`src/inc/lcd_drv_pkg.sv`:
```
// Constants shared by the dual-channel serial display driver.
package lcd_drv_pkg;
	localparam int          CH_WIDTH      = 20;
	localparam int          NUM_CH        = 2;
	localparam int          SYNC_STAGES   = 3;
	localparam int          BUF_DEPTH     = 2;
	localparam int          CODE_W        = 3;
	// Register byte offsets.
	localparam logic [7:0]  CTRL_OFFSET   = 8'h00;
	localparam logic [7:0]  STATUS_OFFSET = 8'h04;
	localparam logic [7:0]  LATCH1_OFFSET = 8'h08;
	localparam logic [7:0]  LATCH2_OFFSET = 8'h0C;
	// Control fields.
	localparam int          CTRL_HOLD1_BIT = 0;
	localparam int          CTRL_HOLD2_BIT = 1;
	localparam logic [1:0]  CTRL_RESET     = 2'h0;
	// Status fields.
	localparam int          ST_DIR1_BIT    = 0;
	localparam int          ST_DIR2_BIT    = 1;
	localparam int          ST_MODE_BIT    = 2;
	localparam int          ST_ALT_BIT     = 3;
	localparam int          ST_COUNT1_LSB  = 4;
	localparam int          ST_COUNT2_LSB  = 6;
	localparam int          ST_OVF1_BIT    = 8;
	localparam int          ST_OVF2_BIT    = 9;
	// Drive level codes on each output.
	localparam logic [2:0]  LEVEL_NONE    = 3'h0;
	localparam logic [2:0]  LEVEL_1       = 3'h1;
	localparam logic [2:0]  LEVEL_2       = 3'h2;
	localparam logic [2:0]  LEVEL_3       = 3'h3;
	localparam logic [2:0]  LEVEL_4       = 3'h4;
	localparam logic [2:0]  LEVEL_5       = 3'h5;
	localparam logic [2:0]  LEVEL_6       = 3'h6;
	// Synchronised input bit positions.
	localparam int          IN_LATCH_CLK  = 0;
	localparam int          IN_SHIFT_CLK  = 1;
	localparam int          IN_DIR1       = 2;
	localparam int          IN_DIR2       = 3;
	localparam int          IN_MODE       = 4;
	localparam int          IN_ALT        = 5;
	localparam int          IN_L1         = 6;
	localparam int          IN_R1         = 7;
	localparam int          IN_L2         = 8;
	localparam int          IN_R2         = 9;
	localparam int          IN_COUNT      = 10;
endpackage : lcd_drv_pkg

```
`src/verilog/lcd_serial_driver.sv`:
```
// Dual-channel serial-to-parallel display driver with an APB register port.
//
// Overview of operation
// - Two channels, each 20-bit bidirectional shifter.
// - Serial display bits become parallel drive values.
// - 20-bit latch per channel; outputs 1-20, 21-40.
// - Channel 1 strap picks shift direction, pin roles.
// - Channel 2 strap does likewise for channel 2.
// - Serial pin pair is shifter input and output.
// - Channel 1 latches on falling latch clock.
// - Channel 1 shifts on falling shift clock.
// - Mode low: both channels use channel 1 edges.
// - Mode high: channel 2 uses rising swapped clocks.
// - Mode strap swaps clocks, inverts alternation.
// - Alternation toggles selected and non-selected levels.
// - Level from bit, alternation and mode strap.
// - Levels 1-2 select; 3-4, 5-6 non-select.
// - New levels follow falling latch clock; channel 2 in mode high, rising shift clock.
`timescale 1ns/100ps
`default_nettype none
module lcd_serial_driver
	import lcd_drv_pkg::*;
(
	// Clock and reset.
	input  wire logic                                      clk,
	input  wire logic                                      nrst,
	// APB slave.
	input  wire logic                                      psel,
	input  wire logic                                      penable,
	input  wire logic                                      pwrite,
	input  wire logic [7:0]                                paddr,
	input  wire logic [31:0]                               pwdata,
	output logic                                           pready,
	output logic [31:0]                                    prdata,
	output logic                                           pslverr,
	// Controller timing and mode pins.
	input  wire logic                                      latch_clock_in,
	input  wire logic                                      shift_clock_in,
	input  wire logic                                      alternation_in,
	input  wire logic                                      ch1_direction_strap,
	input  wire logic                                      ch2_direction_strap,
	input  wire logic                                      ch2_mode_strap,
	// Channel 1 serial pins.
	input  wire logic                                      ch1_left_serial_pin_in,
	output logic                                           ch1_left_serial_pin_out,
	output logic                                           ch1_left_serial_pin_oe,
	input  wire logic                                      ch1_right_serial_pin_in,
	output logic                                           ch1_right_serial_pin_out,
	output logic                                           ch1_right_serial_pin_oe,
	// Channel 2 serial pins.
	input  wire logic                                      ch2_left_serial_pin_in,
	output logic                                           ch2_left_serial_pin_out,
	output logic                                           ch2_left_serial_pin_oe,
	input  wire logic                                      ch2_right_serial_pin_in,
	output logic                                           ch2_right_serial_pin_out,
	output logic                                           ch2_right_serial_pin_oe,
	// Drive level codes, output k at [k-1].
	output logic [lcd_drv_pkg::NUM_CH*lcd_drv_pkg::CH_WIDTH-1:0][lcd_drv_pkg::CODE_W-1:0] drive_outputs
);
	import lcd_drv_pkg::*;

	logic [IN_COUNT-1:0]             raw_in;
	logic [IN_COUNT-1:0]             sync1;
	logic [IN_COUNT-1:0]             sync2;
	logic [IN_COUNT-1:0]             sync3;
	logic [IN_COUNT-1:0]             filt;
	logic [IN_COUNT-1:0]             filt_prev;
	logic                            latch_fall;
	logic                            latch_rise;
	logic                            shift_fall;
	logic                            shift_rise;
	logic [2:0]                      warm_count;
	logic                            edges_armed;
	logic [NUM_CH-1:0]               dir;
	logic [NUM_CH-1:0]               left_in;
	logic [NUM_CH-1:0]               right_in;
	logic [NUM_CH-1:0]               shift_evt;
	logic [NUM_CH-1:0]               latch_evt;
	logic [NUM_CH-1:0]               alt_eff;
	logic [NUM_CH-1:0][CH_WIDTH-1:0] shift_reg;
	logic [NUM_CH-1:0][CH_WIDTH-1:0] latch_reg;
	logic [NUM_CH-1:0]               buf_in_ready;
	logic [NUM_CH-1:0]               buf_out_valid;
	logic [NUM_CH-1:0]               buf_out_ready;
	logic [NUM_CH-1:0][CH_WIDTH-1:0] buf_out_data;
	logic [NUM_CH-1:0][1:0]          buf_count;
	logic [NUM_CH-1:0]               overflow;
	logic [1:0]                      ctrl_hold;
	logic                            wr_access;
	logic                            rd_setup;
	logic                            addr_hit;
	logic [31:0]                     next_prdata;
	logic [31:0]                     status_word;

	assign raw_in = {ch2_right_serial_pin_in, ch2_left_serial_pin_in, ch1_right_serial_pin_in,
		ch1_left_serial_pin_in, alternation_in, ch2_mode_strap, ch2_direction_strap,
		ch1_direction_strap, shift_clock_in, latch_clock_in};

	// Pins are asynchronous to clk; a level change counts only once stages two and three agree.
	always_ff @(posedge clk or negedge nrst) begin
		if (!nrst) begin
			sync1     <= '0;
			sync2     <= '0;
			sync3     <= '0;
			filt      <= '0;
			filt_prev <= '0;
		end else begin
			sync1     <= raw_in;
			sync2     <= sync1;
			sync3     <= sync2;
			filt      <= (sync2 == sync3) ? sync3 : filt;
			filt_prev <= filt;
		end
	end

	// Reset clears the filter whatever the pins show, so a clock pin resting high would look like a
	// rising edge; edges stay masked until the filter and its delayed copy have both caught up.
	always_ff @(posedge clk or negedge nrst) begin
		if (!nrst) begin
			warm_count <= 3'h0;
		end else if (!edges_armed) begin
			warm_count <= warm_count + 3'h1;
		end
	end

	assign edges_armed = (warm_count == 3'(SYNC_STAGES) + 3'h2);

	assign latch_fall = edges_armed & filt_prev[IN_LATCH_CLK] & ~filt[IN_LATCH_CLK];
	assign latch_rise = edges_armed & ~filt_prev[IN_LATCH_CLK] & filt[IN_LATCH_CLK];
	assign shift_fall = edges_armed & filt_prev[IN_SHIFT_CLK] & ~filt[IN_SHIFT_CLK];
	assign shift_rise = edges_armed & ~filt_prev[IN_SHIFT_CLK] & filt[IN_SHIFT_CLK];

	assign dir      = {filt[IN_DIR2], filt[IN_DIR1]};
	assign left_in  = {filt[IN_L2], filt[IN_L1]};
	assign right_in = {filt[IN_R2], filt[IN_R1]};

	assign shift_evt[0] = shift_fall;
	assign latch_evt[0] = latch_fall;
	assign shift_evt[1] = filt[IN_MODE] ? latch_rise : shift_fall;
	assign latch_evt[1] = filt[IN_MODE] ? shift_rise : latch_fall;
	assign alt_eff[0]   = filt[IN_ALT];
	assign alt_eff[1]   = filt[IN_ALT] ^ filt[IN_MODE];

	// Serial pins: a high strap makes the left pin the output, a low strap the right pin.
	assign ch1_left_serial_pin_out  = shift_reg[0][0];
	assign ch1_left_serial_pin_oe   = dir[0];
	assign ch1_right_serial_pin_out = shift_reg[0][CH_WIDTH-1];
	assign ch1_right_serial_pin_oe  = ~dir[0];
	assign ch2_left_serial_pin_out  = shift_reg[1][0];
	assign ch2_left_serial_pin_oe   = dir[1];
	assign ch2_right_serial_pin_out = shift_reg[1][CH_WIDTH-1];
	assign ch2_right_serial_pin_oe  = ~dir[1];

	assign buf_out_ready = ~ctrl_hold;

	genvar ch;
	genvar b;
	generate
		for (ch = 0; ch < NUM_CH; ch++) begin : g_ch
			logic [BUF_DEPTH-1:0][CH_WIDTH-1:0] buf_mem;
			logic                               wr_ptr;
			logic                               rd_ptr;
			logic                               push;
			logic                               pop;

			// Bidirectional shift: high strap enters at the right and moves left.
			always_ff @(posedge clk or negedge nrst) begin
				if (!nrst) begin
					shift_reg[ch] <= '0;
				end else if (shift_evt[ch]) begin
					if (dir[ch]) begin
						shift_reg[ch] <= {right_in[ch], shift_reg[ch][CH_WIDTH-1:1]};
					end else begin
						shift_reg[ch] <= {shift_reg[ch][CH_WIDTH-2:0], left_in[ch]};
					end
				end
			end

			// Two-entry buffer between shifter snapshot and latch; hold stalls the drain.
			assign buf_in_ready[ch]  = (buf_count[ch] != 2'h2);
			assign buf_out_valid[ch] = (buf_count[ch] != 2'h0);
			assign buf_out_data[ch]  = buf_mem[rd_ptr];
			assign push              = latch_evt[ch] & buf_in_ready[ch];
			assign pop               = buf_out_valid[ch] & buf_out_ready[ch];

			always_ff @(posedge clk or negedge nrst) begin
				if (!nrst) begin
					buf_mem <= '0;
					wr_ptr  <= 1'b0;
				end else if (push) begin
					buf_mem[wr_ptr] <= shift_reg[ch];
					wr_ptr          <= ~wr_ptr;
				end
			end

			always_ff @(posedge clk or negedge nrst) begin
				if (!nrst) begin
					rd_ptr <= 1'b0;
				end else if (pop) begin
					rd_ptr <= ~rd_ptr;
				end
			end

			always_ff @(posedge clk or negedge nrst) begin
				if (!nrst) begin
					buf_count[ch] <= 2'h0;
				end else if (push && !pop) begin
					buf_count[ch] <= buf_count[ch] + 2'h1;
				end else if (pop && !push) begin
					buf_count[ch] <= buf_count[ch] - 2'h1;
				end
			end

			// A latch edge meeting a full buffer is lost; the sticky flag records it.
			always_ff @(posedge clk or negedge nrst) begin
				if (!nrst) begin
					overflow[ch] <= 1'b0;
				end else if (latch_evt[ch] && !buf_in_ready[ch]) begin
					overflow[ch] <= 1'b1;
				end else if (wr_access && paddr == STATUS_OFFSET && pwdata[ST_OVF1_BIT + ch]) begin
					overflow[ch] <= 1'b0;
				end
			end

			// All bits transfer together and stay put while shifting goes on.
			always_ff @(posedge clk or negedge nrst) begin
				if (!nrst) begin
					latch_reg[ch] <= '0;
				end else if (pop) begin
					latch_reg[ch] <= buf_out_data[ch];
				end
			end

			for (b = 0; b < CH_WIDTH; b++) begin : g_bit
				logic [CODE_W-1:0] next_code;

				// Select uses levels 1/2; non-select uses 3/4 or 5/6 by channel.
				always_comb begin
					if (latch_reg[ch][b]) begin
						next_code = alt_eff[ch] ? LEVEL_1 : LEVEL_2;
					end else if (ch == 0) begin
						next_code = alt_eff[ch] ? LEVEL_4 : LEVEL_3;
					end else begin
						next_code = alt_eff[ch] ? LEVEL_6 : LEVEL_5;
					end
				end

				always_ff @(posedge clk or negedge nrst) begin
					if (!nrst) begin
						drive_outputs[ch*CH_WIDTH + b] <= LEVEL_NONE;
					end else begin
						drive_outputs[ch*CH_WIDTH + b] <= next_code;
					end
				end
			end
		end
	endgenerate

	// APB: zero wait states; read data is captured in the setup phase.
	assign wr_access = psel & penable & pwrite;
	assign rd_setup  = psel & ~penable;
	assign pready    = 1'b1;
	assign addr_hit  = (paddr == CTRL_OFFSET) || (paddr == STATUS_OFFSET) ||
		(paddr == LATCH1_OFFSET) || (paddr == LATCH2_OFFSET);

	always_comb begin
		status_word                                        = 32'h0;
		status_word[ST_DIR1_BIT]                           = dir[0];
		status_word[ST_DIR2_BIT]                           = dir[1];
		status_word[ST_MODE_BIT]                           = filt[IN_MODE];
		status_word[ST_ALT_BIT]                            = filt[IN_ALT];
		status_word[ST_COUNT1_LSB +: 2]                    = buf_count[0];
		status_word[ST_COUNT2_LSB +: 2]                    = buf_count[1];
		status_word[ST_OVF1_BIT]                           = overflow[0];
		status_word[ST_OVF2_BIT]                           = overflow[1];
	end

	always_comb begin
		case (paddr)
			CTRL_OFFSET:   next_prdata = {30'h0, ctrl_hold};
			STATUS_OFFSET: next_prdata = status_word;
			LATCH1_OFFSET: next_prdata = {12'h0, latch_reg[0]};
			LATCH2_OFFSET: next_prdata = {12'h0, latch_reg[1]};
			default:       next_prdata = 32'h0;
		endcase
	end

	always_ff @(posedge clk or negedge nrst) begin
		if (!nrst) begin
			prdata  <= 32'h0;
			pslverr <= 1'b0;
		end else if (rd_setup) begin
			prdata  <= pwrite ? 32'h0 : next_prdata;
			pslverr <= ~addr_hit;
		end
	end

	always_ff @(posedge clk or negedge nrst) begin
		if (!nrst) begin
			ctrl_hold <= CTRL_RESET;
		end else if (wr_access && paddr == CTRL_OFFSET) begin
			ctrl_hold <= {pwdata[CTRL_HOLD2_BIT], pwdata[CTRL_HOLD1_BIT]};
		end
	end
endmodule : lcd_serial_driver
`default_nettype wire

```
`config.mk`:
```
export PLATFORM = sky130hd
export DESIGN_NAME = lcd_serial_driver
export DESIGN_NICKNAME = d
export VERILOG_FILES = /design/src/inc/lcd_drv_pkg.sv /design/src/verilog/lcd_serial_driver.sv
export SDC_FILE = /design/constraint.sdc
export NUM_CORES = 1
export LEC_CHECK = 0
export ABC_AREA = 1
export BUFFER_PORTS_ARGS = -buffer_cell sky130_fd_sc_hd__buf_2
export CAP_MARGIN = 5
export CORE_UTILIZATION = 45
export CTS_CLUSTER_SIZE = 8
export DETAILED_ROUTE_END_ITERATION = 8
export MAX_ROUTING_LAYER = met4
export PLACE_DENSITY_LB_ADDON = 0.2
export RECOVER_POWER = 100
export SLEW_MARGIN = 10
export SYNTH_ARGS = -nofsm -noshare
export SYNTH_HDL_FRONTEND = slang
export SYNTH_SLANG_ARGS = --single-unit
```
`constraint.sdc`:
```
create_clock -name clk -period 5.6 [get_ports clk]
set_input_delay 1.4 -clock clk [delete_from_list [all_inputs] [get_ports clk]]
set_output_delay 1.4 -clock clk [all_outputs]
set_load 0.02 [all_outputs]
```
==> out/qor.yml, run 1 <==
setup_viol: 0
yosysMostFrequentCell: "nand2_1"
cts.clk_slew.worst_paths_ns: 0.05
relSlewSlack_pct: -103
cp.depth: 2
rsz0062_at_grt: "no"
post-route-drc-count: 0
initial_utilization_pct: 45.6
cts_tree: "yes"
worst_path_largest_cell_delay_ns: 2.07
root_buffer: "clkbuf_16"
yosysWarnings: 0
synth_compound_area_share_pct: 7.65
finalPower_mw: 7.54
drive_gt1_share_pct: 5.73
crit_fanout: 119
maxCapViolCount: 8
die-width_microns: 175
grt_pass1_vias: 9326
cts_resized: 0
wire_per_inst_microns: 15.6
core_sq_um: 29600
grt_max_degree: 120
synth-simple-area-share_pct: 17.1
clock-sinks: 339
nFillCells: 2775
reg2reg_depth: 9
dr_total_vias: 9682
max_slew.worst_pin.slew_ns: 3.04
ir_drop_mv: 0.355
synthToLayoutAreaGrowth_pct: 15.5
ff2ff_setup_slack_ns: 1.88
maxSlewViolCount: 332
end_kind: "async pin"
synth_edf_count: 0
cp-start-kind: "input port"
period_needed_ns: 3.76
syn-cell-area_sq_um: 13500
crit_buf_inv: 2
place.gp.congestion: 0.849
synth_cell_type_count: 27
post-dp-hpwl_microns: 19400
fmax_mhz: 266
final_util_pct: 52.7
synthTopCellsByArea: "dfrtp_1 63%, nand2_1 12%, o21ai_0 3.8%"
fp.dieH_microns: 175
worst_path_dominant_cell_family: "buffers and inverters"
routed_via_density: 4.99
stdcell_count: 1942
fin_nets: 1628
ys_async_sr_fraction_pct: 100
largest_register_ffs: 101
yosys.area_share.xor_xnor_pct: 2.40
rows: 63
totalWireLength_microns: 30300
postCtsSetupBuffers: 0
path_class: "input port to async pin"
status: "finished, violations left"
startpoint: "nrst"
crit_path_end: "latch_reg[0]"
ant_nets: 0
numCtsBuffers: 48
skew_ns: 0.0243
antenna_found_initial: 0
regArea_sq_um: 8480
critical_path_required_ns: 6.21
reg2reg_to: "shift_reg[33]"
synth_seq_cells: 339
synth-adder-area-share_pct: 2.22
dr.pass1.iters: 5
avgSynthCellArea_sq_um: 9.68
synth_ff_type: "dfrtp_1"
dieArea_sq_um: 30800
max-clock-path-buffers: 3
hold_viol: 0
path_cells: "clkbuf_2, buf_4"
period_share_pct: 67.2
yosys.area.top_type_share_pct: 62.7
io_pins: 217
violations: "max-capacitance violations, max-slew violations"
numPlacedInstances: 1889
grt_util_all_layers_pct: 20.9
ys_seq_area_share_pct: 62.7
setup_tns_ns: 0
grt_remaining_overflow: 0
p_leak_nw: 7.45
powerDensity_nw_per_um2: 483
r2r_start: "warm_count[1]"
htreeDepth: 2
hold_path.class: "register to register"
crit_arrival_ns: 4.37
multi_input_area_sq_um: 4030
synthMuxAreaShare_pct: 0
port_buffers: 175
grt_pass1_wl_microns: 49300
yosysTopAreaCell: "dfrtp_1"
cts_hold_buf: 0
clock_latency_ns: 0.54
diodes: 0
whs_ns: 0.342
synth_cells: 1397
drtIter0Drc: 755
synth_top_family_by_area: "simple AND/OR/NAND/NOR gates"
slowest_stage: "clkbuf_2"
ys_top_cells_by_count: "429 x nand2_1, 339 x dfrtp_1, 137 x inv_1"
worst min path at each step:
stage,from,endpoint,slack (ns),cells after the start
finish,sync1[3],sync2[3],0.34,0
global route,sync1[2],sync2[2],0.35,0
CTS,sync1[3],sync2[3],0.34,0
detailed placement,sync1[0],sync2[0],0.33,0
global placement,sync1[9],sync2[9],0.33,0
floorplan,sync1[0],sync2[0],0.33,0
routing by layer:
| layer | vias to the layer above | global-route usage (%) | routed length [microns] |
|---|---|---|---|
| met5 | - | - | 0 |
| met1 | 4643 | 29.5 | 14300 |
| met3 | 52 | 3.18 | 1690 |
| li1 | 4694 | - | - |
| met4 | 0 | 6.78 | 754 |
| met2 | 293 | 31.0 | 13600 |
kinds of logic after synthesis:
kind of cell,after synthesis
AND/OR/NAND/NOR,573
other,2
XOR/XNOR,37
adder cells (fa/ha/maj),24
buffers and inverters,240
flip-flops,339
AO/OA/AOI/OAI,182
where the power goes:
part	leakage, nW	switching (mW)	total (mW)	internal, mW
registers	4.29	0.354	3.32	2.97
logic	2.52	1.22	1.67	0.450
clock network	0.638	0.951	2.55	1.60
cell usage in the layout (no fill, tap or decap), types with 2 or more instances in the layout:
cell | Yosys | layout
dfrtp_1 | 339 | 339
clkbuf_16 | 0 | 50
o21ai_0 | 104 | 105
nand2_1 | 429 | 430
nand4_1 | 40 | 40
buf_4 | 34 | 5
a31oi_1 | 40 | 40
nor3_1 | 1 | 2
a21oi_1 | 6 | 6
o22ai_1 | 10 | 10
inv_1 | 137 | 138
xor2_1 | 29 | 29
buf_12 | 0 | 2
nor2_1 | 60 | 60
conb_1 | 2 | 13
clkbuf_1 | 42 | 161
ha_1 | 24 | 24
xnor2_1 | 8 | 7
nand3_1 | 38 | 38
buf_2 | 25 | 24
o211ai_1 | 20 | 20
through the flow:
step           worst slack, ns  area (sq um)
2_1_floorplan             3.23         13600
3_3_place_gp              2.20         14600
3_5_place_dp              2.17         14600
4_1_cts                   2.12         15900
5_1_grt                   1.24         15600
6_report                  1.84         15600
cell type report:
cell class,instances,area share (%)
tap,390,3.12
multi-input combinational,829,25.8
inverter,139,3.34
clock buffer,51,8.03
sequential,339,54.3
timing repair buffer,192,5.14
clock inverter,2,0.296
Power figures use the tool's default switching activity.
==> run 2: changes to the inputs <==
clock period = 3.6 ns   (was 5.6 ns; I/O delays follow)
==> out/qor.yml, run 2 (same netlist as run 1, synthesis figures left out) <==
die-width_microns: 175  # unchanged
p_leak_nw: 7.49  # +0.59%
cts_tree: "yes"
holdPathStages: 0  # unchanged
final_util_pct: 52.9  # +0.13 points
cts_hold_buf: 0  # unchanged
end_kind: "register"
maxSlewViolCount: 218  # -34%
period_share_pct: 89.5
fin_area_sq_um: 15700  # +0.25%
clock-sinks: 339  # unchanged
dr_total_vias: 9621  # -0.63%
grt_util_all_layers_pct: 21.0  # +0.11 points
htreeDepth: 2  # unchanged
layout_common_cells: "429 x nand2_1, 339 x dfrtp_1, 158 x clkbuf_1, 138 x inv_1, 105 x o21ai_0"
cts_resized: 0  # unchanged
io_pins: 217  # unchanged
path_class: "register to register"
post-dp-hpwl_microns: 19900  # +2.2%
initial_utilization_pct: 45.6  # unchanged
antenna_found_initial: 0  # unchanged
crit_buf_inv: 2  # unchanged
max_slew.worst_pin.slew_ns: 2.31  # -0.737 ns
dr.pass1.iters: 7  # +2
setup_tns_ns: 0  # unchanged
core_sq_um: 29600  # unchanged
clock_latency_ns: 0.54  # about the same
worst_path_dominant_cell_family: "simple AND/OR/NAND/NOR gates"
violations: "max-capacitance violations, max-slew violations"
post-route-drc-count: 0  # unchanged
cp-start-kind: "register"
skew_ns: 0.0154  # -0.00884 ns
whs_ns: 0.343  # +0.000683 ns
place_area_sq_um: 14700  # +0.53%
layout_commonest_cell: "nand2_1"
r2r_start: "warm_count[1]"
critical_path_required_ns: 4.00  # -2.21 ns
hold_path_startpoint: "sync1[3]"
numPlacedInstances: 1898  # +0.48%
ant_nets: 0  # unchanged
setup_viol: 0  # unchanged
grt_pass1_vias: 9149  # -1.9%
fmax_mhz: 311
path_cells: "inv_1, ha_1, nand2_2, inv_1, nand3_1, o21ai_4, nand3_1, nand2_1, nand2_1"
grt_pass1_wl_microns: 49200  # -0.29%
totalWireLength_microns: 30400  # +0.45%
worst_path_largest_cell_delay_ns: 0.98  # -1.09 ns
nFillCells: 2786  # +0.40%
port_buffers: 175  # unchanged
dieArea_sq_um: 30800  # unchanged
stdcell_count: 1951  # +0.46%
fp.dieH_microns: 175  # unchanged
regArea_sq_um: 8480  # unchanged
grt_remaining_overflow: 0  # unchanged
largest_register_ffs: 101  # unchanged
drive_gt1_share_pct: 6.41  # +0.67 points
ir_drop_mv: 0.391  # +10%
synthToLayoutAreaGrowth_pct: 15.8
relSlewSlack_pct: -53.9  # +49 points
multi_input_area_sq_um: 4020  # -0.28%
postCtsSetupBuffers: 0  # unchanged
grt_max_degree: 91  # -24%
reg2reg_depth: 9  # unchanged
root_buffer: "clkbuf_16"
status: "finished, violations left"
cts.clk_slew.worst_paths_ns: 0.05  # about the same
maxCapViolCount: 5  # -3
diodes: 0  # unchanged
slowest_stage: "nand3_1"
startpoint: "warm_count[1]"
routed_via_density: 4.93  # -1.1%
hold_path.class: "register to register"
place.gp.congestion: 0.832  # -2.0%
period_needed_ns: 3.22
crit_fanout: 44  # -63%
powerDensity_nw_per_um2: 745  # +54%
fin_nets: 1637  # +0.55%
crit_arrival_ns: 3.62  # -0.75 ns
numCtsBuffers: 48  # unchanged
wire_per_inst_microns: 15.6  # about the same
cp.depth: 9  # +7
hold_viol: 0  # unchanged
max-clock-path-buffers: 3  # unchanged
rsz0062_at_grt: "no"
rows: 63  # unchanged
drtIter0Drc: 614  # -19%
run 2: routing by layer:
| layer | part of all wire, % | global-route usage [%] | vias to the layer above | wire, microns |
|---|---|---|---|---|
| li1 | - | - | 4705 | - |
| met1 | 48 | 29.7 | 4564 | 14500 |
| met2 | 44 | 30.7 | 302 | 13500 |
| met3 | 5.6 | 3.53 | 50 | 1700 |
| met4 | 2.5 | 7.21 | 0 | 770 |
| met5 | 0 | - | - | 0 |
run 2: area by class of cell:
| cell class | count | share of cell area [%] |
|---|---|---|
| Clock inverter | 2 | 0.136 |
| Sequential cell | 339 | 54.1 |
| Inverter | 139 | 3.33 |
| Multi-Input combinational cell | 829 | 25.7 |
| Tap cell | 390 | 3.11 |
| Timing Repair Buffer | 201 | 5.54 |
| Clock buffer | 51 | 8.07 |
run 2: where the power goes:
part | leakage [nW] | total, mW | internal (mW) | switching, mW
sequential | 4.29 | 5.19 | 4.61 | 0.579
combinational | 2.56 | 2.57 | 0.710 | 1.86
clock | 0.634 | 3.91 | 2.43 | 1.48
total | 7.49 | 11.7 | 7.76 | 3.92
run 2: final timing paths:
kind / to / slack [ns]
min in group asynchronous: drive_outputs[38] / 1.07
max reg2reg: g_ch[1].buf_mem[22] / 0.38
max: g_ch[1].buf_mem[22] / 0.38
min: sync2[3] / 0.34
min reg2reg: sync2[3] / 0.34
max in group asynchronous: g_ch[1].buf_mem[20] / 0.86
run 2: through the flow:
step	worst slack, ns	total power [mW]
global route	0.124	12.3
global placement	0.520	7.87
floorplan	1.59	6.86
finish	0.380	11.7
detailed placement	0.440	7.94
CTS	0.428	11.9
